File: src/hw/teib_pkg.sv
// Package of constants for the threshold edge interrupt enable bank.
package teib_pkg;
    localparam int REG_WIDTH = 24;
    localparam logic [7:0] EDGE_ENABLE_ADDR = 8'h27;
    localparam logic [23:0] EDGE_ENABLE_RESET = 24'h000000;
    localparam int NUM_INPUTS = 4;
    localparam int NUM_THRESH = 3;
    localparam int FIELD_WIDTH = 6;
    localparam int FIRST_INPUT = 18;
    localparam int SW18_LSB = 0;
    localparam int SW19_LSB = 6;
    localparam int SW20_LSB = 12;
    localparam int SW21_LSB = 18;
    localparam logic [1:0] SEL_NONE = 2'h0;
    localparam logic [1:0] SEL_RISE = 2'h1;
    localparam logic [1:0] SEL_FALL = 2'h2;
    localparam logic [1:0] SEL_BOTH = 2'h3;
    localparam int SYNC_STAGES = 3;
endpackage

File: src/hw/teib_sel_if.sv
// Interface carrying the edge selectors and comparator levels of one input.
`timescale 1ns/1ps
interface teib_sel_if;
    logic [5:0] edge_select;
    logic [2:0] level;
    logic [2:0] level_prev;
    logic hit;
    modport bank (output edge_select, output level, output level_prev,
                  input hit);
    modport eval (input edge_select, input level, input level_prev,
                  output hit);
endinterface

File: src/hw/teib_edge_eval.sv
// Edge evaluator of one switch input against its three thresholds.
`timescale 1ns/1ps
module teib_edge_eval
    import teib_pkg::*;
(
    teib_sel_if.eval sel
);
    // Decoding of one two-bit selector against one level transition.
    function automatic logic edge_hit(input logic [1:0] code,
                                      input logic now_lvl,
                                      input logic old_lvl);
        logic rise;
        logic fall;
        rise = now_lvl & ~old_lvl;
        fall = ~now_lvl & old_lvl;
        unique case (code)
            SEL_NONE: edge_hit = 1'b0;
            SEL_RISE: edge_hit = rise;
            SEL_FALL: edge_hit = fall;
            SEL_BOTH: edge_hit = rise | fall;
        endcase
    endfunction

    logic [NUM_THRESH-1:0] per_thresh;

    genvar t;
    generate
        for (t = 0; t < NUM_THRESH; t++) begin : g_thresh
            assign per_thresh[t] = edge_hit(sel.edge_select[2*t+1 -: 2],
                                            sel.level[t],
                                            sel.level_prev[t]);
        end
    endgenerate

    assign sel.hit = |per_thresh;
endmodule // teib_edge_eval

File: src/hw/teib_bank.sv
// Interrupt edge enable register for switch inputs 18 to 21 with evaluation.
//
// Summary of operation
// - A 24-bit read/write register at address 0x27 clears to zero on reset.
// - Bits 23 to 18 select the interrupt edges of switch input 21.
// - Bits 17 to 12 select the interrupt edges of switch input 20.
// - Bits 11 to 6 select the interrupt edges of switch input 19.
// - Bits 5 to 0 select the interrupt edges of switch input 18.
// - The low bit pair codes none, rising, falling or both for threshold one.
// - The middle bit pair uses the same code for threshold two.
// - The upper bit pair uses the same code for threshold three.
`timescale 1ns/1ps
module teib_bank
    import teib_pkg::*;
#(
    parameter int ADDR_WIDTH = 8
) (
    input wire logic i_clk,
    input wire logic i_resetn,
    input wire logic i_reg_write,
    input wire logic [ADDR_WIDTH-1:0] i_reg_addr,
    input wire logic [REG_WIDTH-1:0] i_reg_wdata,
    input wire logic [NUM_INPUTS*NUM_THRESH-1:0] i_level,
    output logic [REG_WIDTH-1:0] o_reg_rdata,
    output logic o_addr_hit,
    output logic [NUM_INPUTS-1:0] o_switch_request
);
    // ------------------------------------------------------------------
    // Register storage
    // ------------------------------------------------------------------
    logic [REG_WIDTH-1:0] edge_enable;
    logic [REG_WIDTH-1:0] next_edge_enable;
    logic [REG_WIDTH-1:0] next_rdata;
    logic next_addr_hit;
    logic addr_match;

    assign addr_match = (i_reg_addr == ADDR_WIDTH'(EDGE_ENABLE_ADDR));

    always_comb begin
        next_edge_enable = edge_enable;
        if (i_reg_write && addr_match) begin
            next_edge_enable = i_reg_wdata;
        end
        // Unmapped addresses read as zero.
        next_rdata = addr_match ? next_edge_enable : '0;
        next_addr_hit = addr_match;
    end

    always_ff @(posedge i_clk) begin
        if (!i_resetn) begin
            edge_enable <= EDGE_ENABLE_RESET;
            o_reg_rdata <= '0;
            o_addr_hit <= 1'b0;
        end else begin
            edge_enable <= next_edge_enable;
            o_reg_rdata <= next_rdata;
            o_addr_hit <= next_addr_hit;
        end
    end

    // ------------------------------------------------------------------
    // Comparator level synchronisers
    // ------------------------------------------------------------------
    // Comparator results come from the analog front end, so each passes
    // three flops and only counts once the last two agree.
    localparam int NL = NUM_INPUTS*NUM_THRESH;
    logic [NL-1:0] sync1, sync2, sync3, stable, stable_prev;
    logic [NL-1:0] next_stable;

    always_comb begin
        next_stable = stable;
        for (int b = 0; b < NL; b++) begin
            if (sync2[b] == sync3[b]) begin
                next_stable[b] = sync3[b];
            end
        end
    end

    always_ff @(posedge i_clk) begin
        if (!i_resetn) begin
            sync1 <= '0;
            sync2 <= '0;
            sync3 <= '0;
            stable <= '0;
            stable_prev <= '0;
        end else begin
            sync1 <= i_level;
            sync2 <= sync1;
            sync3 <= sync2;
            stable <= next_stable;
            stable_prev <= stable;
        end
    end

    // ------------------------------------------------------------------
    // Per-input evaluation
    // ------------------------------------------------------------------
    localparam int FIELD_LSB [NUM_INPUTS] = '{SW18_LSB, SW19_LSB,
                                              SW20_LSB, SW21_LSB};
    logic [NUM_INPUTS-1:0] hit;
    logic [NUM_INPUTS-1:0] next_request;

    genvar n;
    generate
        for (n = 0; n < NUM_INPUTS; n++) begin : g_input
            teib_sel_if sel ();
            assign sel.edge_select =
                edge_enable[FIELD_LSB[n] +: FIELD_WIDTH];
            assign sel.level = stable[n*NUM_THRESH +: NUM_THRESH];
            assign sel.level_prev =
                stable_prev[n*NUM_THRESH +: NUM_THRESH];
            assign hit[n] = sel.hit;
            teib_edge_eval u_eval (
                .sel(sel)
            );
        end
    endgenerate

    always_comb begin
        next_request = hit;
    end

    always_ff @(posedge i_clk) begin
        if (!i_resetn) begin
            o_switch_request <= '0;
        end else begin
            o_switch_request <= next_request;
        end
    end

    // ------------------------------------------------------------------
    // Checks
    // ------------------------------------------------------------------
    a_reset_clears: assert property (@(posedge i_clk)
        !i_resetn |=> edge_enable == '0)
        else $error("edge enable not cleared by reset");

    a_write_stores: assert property (@(posedge i_clk)
        disable iff (!i_resetn)
        i_reg_write && addr_match |=> edge_enable == $past(i_reg_wdata))
        else $error("write to edge enable not stored");

    a_other_addr_keep: assert property (@(posedge i_clk)
        disable iff (!i_resetn)
        !(i_reg_write && addr_match) |=> $stable(edge_enable))
        else $error("edge enable changed without write");

    a_readback_match: assert property (@(posedge i_clk)
        disable iff (!i_resetn)
        addr_match && !i_reg_write |=> o_reg_rdata == edge_enable)
        else $error("readback differs from register");

    a_sw21_disabled: assert property (@(posedge i_clk)
        disable iff (!i_resetn)
        edge_enable[23:18] == '0 |=> !o_switch_request[3])
        else $error("input 21 request while disabled");

    a_sw20_disabled: assert property (@(posedge i_clk)
        disable iff (!i_resetn)
        edge_enable[17:12] == '0 |=> !o_switch_request[2])
        else $error("input 20 request while disabled");

    a_sw19_disabled: assert property (@(posedge i_clk)
        disable iff (!i_resetn)
        edge_enable[11:6] == '0 |=> !o_switch_request[1])
        else $error("input 19 request while disabled");

    a_sw18_rise_first: assert property (@(posedge i_clk)
        disable iff (!i_resetn)
        edge_enable[1:0] == SEL_RISE && stable[0] && !stable_prev[0]
        |=> o_switch_request[0])
        else $error("input 18 rising edge missed");

    a_sw18_fall_only: assert property (@(posedge i_clk)
        disable iff (!i_resetn)
        edge_enable[5:0] == 6'h02 && stable[0] && !stable_prev[0]
        |=> !o_switch_request[0])
        else $error("falling selector fired on rise");

    a_sw18_both_second: assert property (@(posedge i_clk)
        disable iff (!i_resetn)
        edge_enable[3:2] == SEL_BOTH && stable[1] != stable_prev[1]
        |=> o_switch_request[0])
        else $error("second threshold both edges missed");

    a_sw18_fall_third: assert property (@(posedge i_clk)
        disable iff (!i_resetn)
        edge_enable[5:4] == SEL_FALL && !stable[2] && stable_prev[2]
        |=> o_switch_request[0])
        else $error("third threshold falling edge missed");

    a_no_change_quiet: assert property (@(posedge i_clk)
        disable iff (!i_resetn)
        stable == stable_prev |=> o_switch_request == '0)
        else $error("request without a level change");

    a_unmapped_quiet: assert property (@(posedge i_clk)
        disable iff (!i_resetn)
        !addr_match |=> o_reg_rdata == '0 && !o_addr_hit)
        else $error("unmapped address returned data");

    a_mapped_hit: assert property (@(posedge i_clk)
        disable iff (!i_resetn)
        addr_match |=> o_addr_hit)
        else $error("mapped address not flagged");

    a_sw21_rise_third: assert property (@(posedge i_clk)
        disable iff (!i_resetn)
        edge_enable[SW21_LSB+4 +: 2] == SEL_RISE &&
        stable[11] && !stable_prev[11] |=> o_switch_request[3])
        else $error("input 21 third threshold rise missed");

    a_sw20_fall_first: assert property (@(posedge i_clk)
        disable iff (!i_resetn)
        edge_enable[SW20_LSB +: 2] == SEL_FALL &&
        !stable[6] && stable_prev[6] |=> o_switch_request[2])
        else $error("input 20 first threshold fall missed");

    a_sw19_both_second: assert property (@(posedge i_clk)
        disable iff (!i_resetn)
        edge_enable[SW19_LSB+2 +: 2] == SEL_BOTH &&
        stable[4] != stable_prev[4] |=> o_switch_request[1])
        else $error("input 19 second threshold edge missed");

    a_sw18_disabled: assert property (@(posedge i_clk)
        disable iff (!i_resetn)
        edge_enable[SW18_LSB +: FIELD_WIDTH] == '0
        |=> !o_switch_request[0])
        else $error("input 18 request while disabled");
endmodule // teib_bank

File: config.mk
export PLATFORM = sky130hd
export DESIGN_NAME = teib_bank
export DESIGN_NICKNAME = d
export VERILOG_FILES = /design/src/hw/teib_pkg.sv /design/src/hw/teib_sel_if.sv /design/src/hw/teib_edge_eval.sv /design/src/hw/teib_bank.sv
export SDC_FILE = /design/constraint.sdc
export NUM_CORES = 1
export LEC_CHECK = 0
export BUFFER_PORTS_ARGS = -buffer_cell sky130_fd_sc_hd__buf_2
export CORE_UTILIZATION = 50
export DETAILED_ROUTE_END_ITERATION = 12
export PLACE_DENSITY = 0.74
export SLEW_MARGIN = 10
export SYNTH_ARGS = -nofsm -noshare
export SYNTH_HDL_FRONTEND = slang
export SYNTH_SLANG_ARGS = --single-unit
File: constraint.sdc
create_clock -name i_clk -period 4.81 [get_ports i_clk]
set_clock_uncertainty 0.1 [all_clocks]
set_input_delay 0.962 -clock i_clk [delete_from_list [all_inputs] [get_ports i_clk]]
set_output_delay 0.962 -clock i_clk [all_outputs]
set_load 0.03 [all_outputs]
==> flow_summary.yaml <==
placement:
  dpl_cell_area_mm2: 0.00492
  port_buffers: 75
  hpwl_um: 5540
  place_congestion: 0.762
  place_inst: 615
sta:
  setup_viol: 0
  post-route-min-period_ns: 2.78
  fin_crit_sh_pct: 57.7
  fmax_mhz: 360
  rsz0062_at_grt: "false"
  final.setup.tns_ns: 0
  max_slew_margin_pct: 25.0
  drv_slew: 0
  worst_pin_slew_ns: 1.12
  holdWs_ns: 0.330
  finalHoldViolCount: 0
finish:
  final_nets: 597
  diodes: 0
  layout_common_cells: "dfxtp_1, buf_2, nor2_1, a21oi_1, and2_1"
  final_common_cell: "dfxtp_1"
  stdcell_count: 645
  drive_gt1_share_pct: 24.6
  nFillCells: 724
  fin_area_mm2: 0.00550
  syn_to_final_growth_pct: 20.9
critical_path:
  worst_r2r_path_depth: 5
  endpoint: "o_reg_rdata[17]"
  slowest_delay_ns: 0.86
  critPathArrivalTime_ns: 3.10
  critPathLaunch: "i_reg_addr[3]"
  slowest_stage: "nand3_1"
  start_kind: "input pin"
  path_max_fanout: 25
  worstSetupEndpointType: "register"
  required_ns: 5.13
  regToRegSetupSlack_ns: 3.44
  worstPathCellList: "buf_2 -> and4b_1 -> nand3_1 -> nor2_1"
  timing.rr.end: "o_switch_request[2]"
  worstReg2RegStart: "stable_prev[6]"
  critical_path_class: "in -> reg"
synthesis:
  syn_area_mm2: 0.00455
  synth_top_flop_cell: "dfxtp_1"
  async_flop_share_pct: 0
  synthTopCellsByArea: "dfxtp_1, ha_1, o31ai_2"
  synth_edf_count: 0
  synth_nets: 528
  yosysWarnings: 0
  synth_top_area_cell: "dfxtp_1"
  netlist.area_leader.share_pct: 49.7
  yosysSeqAreaShare_pct: 49.7
  yosysUniqueCellTypes: 28
  syn_area_per_cell_um2: 9.96
  syn_inst: 457
  ys_ff_latch: 113
die:
  core-area_mm2: 0.00876
  rows: 34
  die_w_um: 97.4
  initial_core_util_pct: 51.9
  die_h_um: 97.4
  fp.dieArea_mm2: 0.00949
  ioPinCount: 76
detailed_routing:
  num_vias: 3429
  drt-total-wl_um: 8790
  drc: 0
  firstDrtPassIters: 4
  via_per_inst: 5.32
  wire_per_inst_um: 13.6
  detail-route-antenna-nets: 0
  drt_iter0_markers: 159
worst_hold_path:
  min-delay-path-class: "reg -> reg"
global_routing:
  grt_pass1_wl_um: 14700
  grtUsageTotal_pct: 19.4
  overflow: 0
  grt_pass1_vias: 3228
  antenna_found_initial: 0
  grt_max_degree: 50
cts:
  worstSkewPairLatency_ns: 0.51
  cts_repair_resize_count: 0
  cts_hold_buf: 0
  path_clk_slew_ns: 0.05
  cts-root-buf: "clkbuf_8"
  clk_path_buf_depth: 2
  htreeDepth: 4
  cts_tree: "yes"
  cts.sinks: 113
  post-cts-setup-buffers: 0
  cts_buffers: 17
power:
  p_per_area_mw_per_mm2: 406
  p_leak_nw: 2.19
  ir_worst_vdd_uv: 213
outcome:
  status: "completed"
run:
  maxCapViolCount: 0
-- cell families (layout without fill, tap and decap cells) --
family | count (synthesis) | after routing | share of synthesized area, %
DFF | 113 | 113 | 49.7
AOI/OAI and AO/OA | 92 | 92 | 14.5
and+or+nand+nor | 148 | 148 | 18.0
muxes | 24 | 24 | 5.28
buffers and inverters | 56 | 136 | 5.91
adders and majority gates | 24 | 24 | 6.60
-- synthesized netlist by cell type (2+ instances only) --
| cell type | instances |
|---|---|
| o31ai_2 | 20 |
| o21ai_0 | 23 |
| clkbuf_1 | 21 |
| buf_2 | 3 |
| and2_1 | 36 |
| nand4_1 | 24 |
| o221a_2 | 3 |
| a21oi_1 | 36 |
| mux2i_1 | 24 |
| nand2_1 | 20 |
| inv_1 | 26 |
| buf_6 | 3 |
| ha_1 | 24 |
| a41oi_1 | 4 |
| nor2_1 | 36 |
| nor2b_1 | 22 |
| nand3b_1 | 5 |
| dfxtp_1 | 113 |
| o31ai_1 | 4 |
| buf_12 | 2 |
-- worst min path at each step --
| stage | start | depth (start not counted) | to | slack (ns) |
|---|---|---|---|---|
| final | sync1[4] | 1 | sync2[4] | 0.33 |
| after global routing | sync1[2] | 1 | sync2[2] | 0.34 |
| after CTS | sync1[4] | 1 | sync2[4] | 0.33 |
| after detailed placement | sync1[1] | 1 | sync2[1] | 0.32 |
| after global placement | sync1[7] | 1 | sync2[7] | 0.32 |
| after floorplan | sync1[0] | 1 | sync2[0] | 0.31 |
-- metal layers --
layer	part of all wire (%)	vias to the layer above	global-route usage, %
met5	0	-	0
met4	2.1	0	10.3
met3	5.9	17	5.18
met2	47	114	31.1
met1	45	1586	23.9
li1	-	1712	-
-- critical path: cells and delay by family --
kind	cells	cell delay (ns)
buffers and inverters	1	0.10
AND/OR/NAND/NOR	3	2.01
-- metrics by stage --
| stage | util [%] | total power [W] | setup slack, ns |
|---|---|---|---|
| finish | 62.8 | 0.00224 | 2.03 |
| global route | 62.8 | 0.00230 | 1.87 |
| CTS | 62.8 | 0.00225 | 2.06 |
| detailed placement | 56.2 | 0.00105 | 1.53 |
| global placement | 56.2 | 0.00105 | 1.65 |
| floorplan | - | 0.00102 | 2.53 |
-- layout make-up --
cell class              instances  area (um^2)  share of cell area (%)
inverters                      27          101                    1.84
repair buffers                 79          405                    7.37
clock inverters                 5         75.1                    1.36
well taps                     108          135                    2.46
flip-flops and latches        113         2260                    41.1
multi-input cells             288         2020                    36.7
clock buffers                  25          504                    9.16
-- power breakdown --
group	internal, W	total (W)	leakage (nW)	switching [W]
Clock	0.000810	0.00120	0.290	0.000392
Sequential	0.000951	0.000955	0.916	0.00000479
Combinational	0.0000315	0.0000790	0.983	0.0000475
-- sequential cells by signal, indices dropped and copies added (netlist names) --
name              flops
edge_enable          24
o_addr_hit            1
o_reg_rdata          24
o_switch_request      4
stable               12
stable_prev          12
sync1                12
sync2                12
sync3                12
Power figures use the tool's default switching activity.
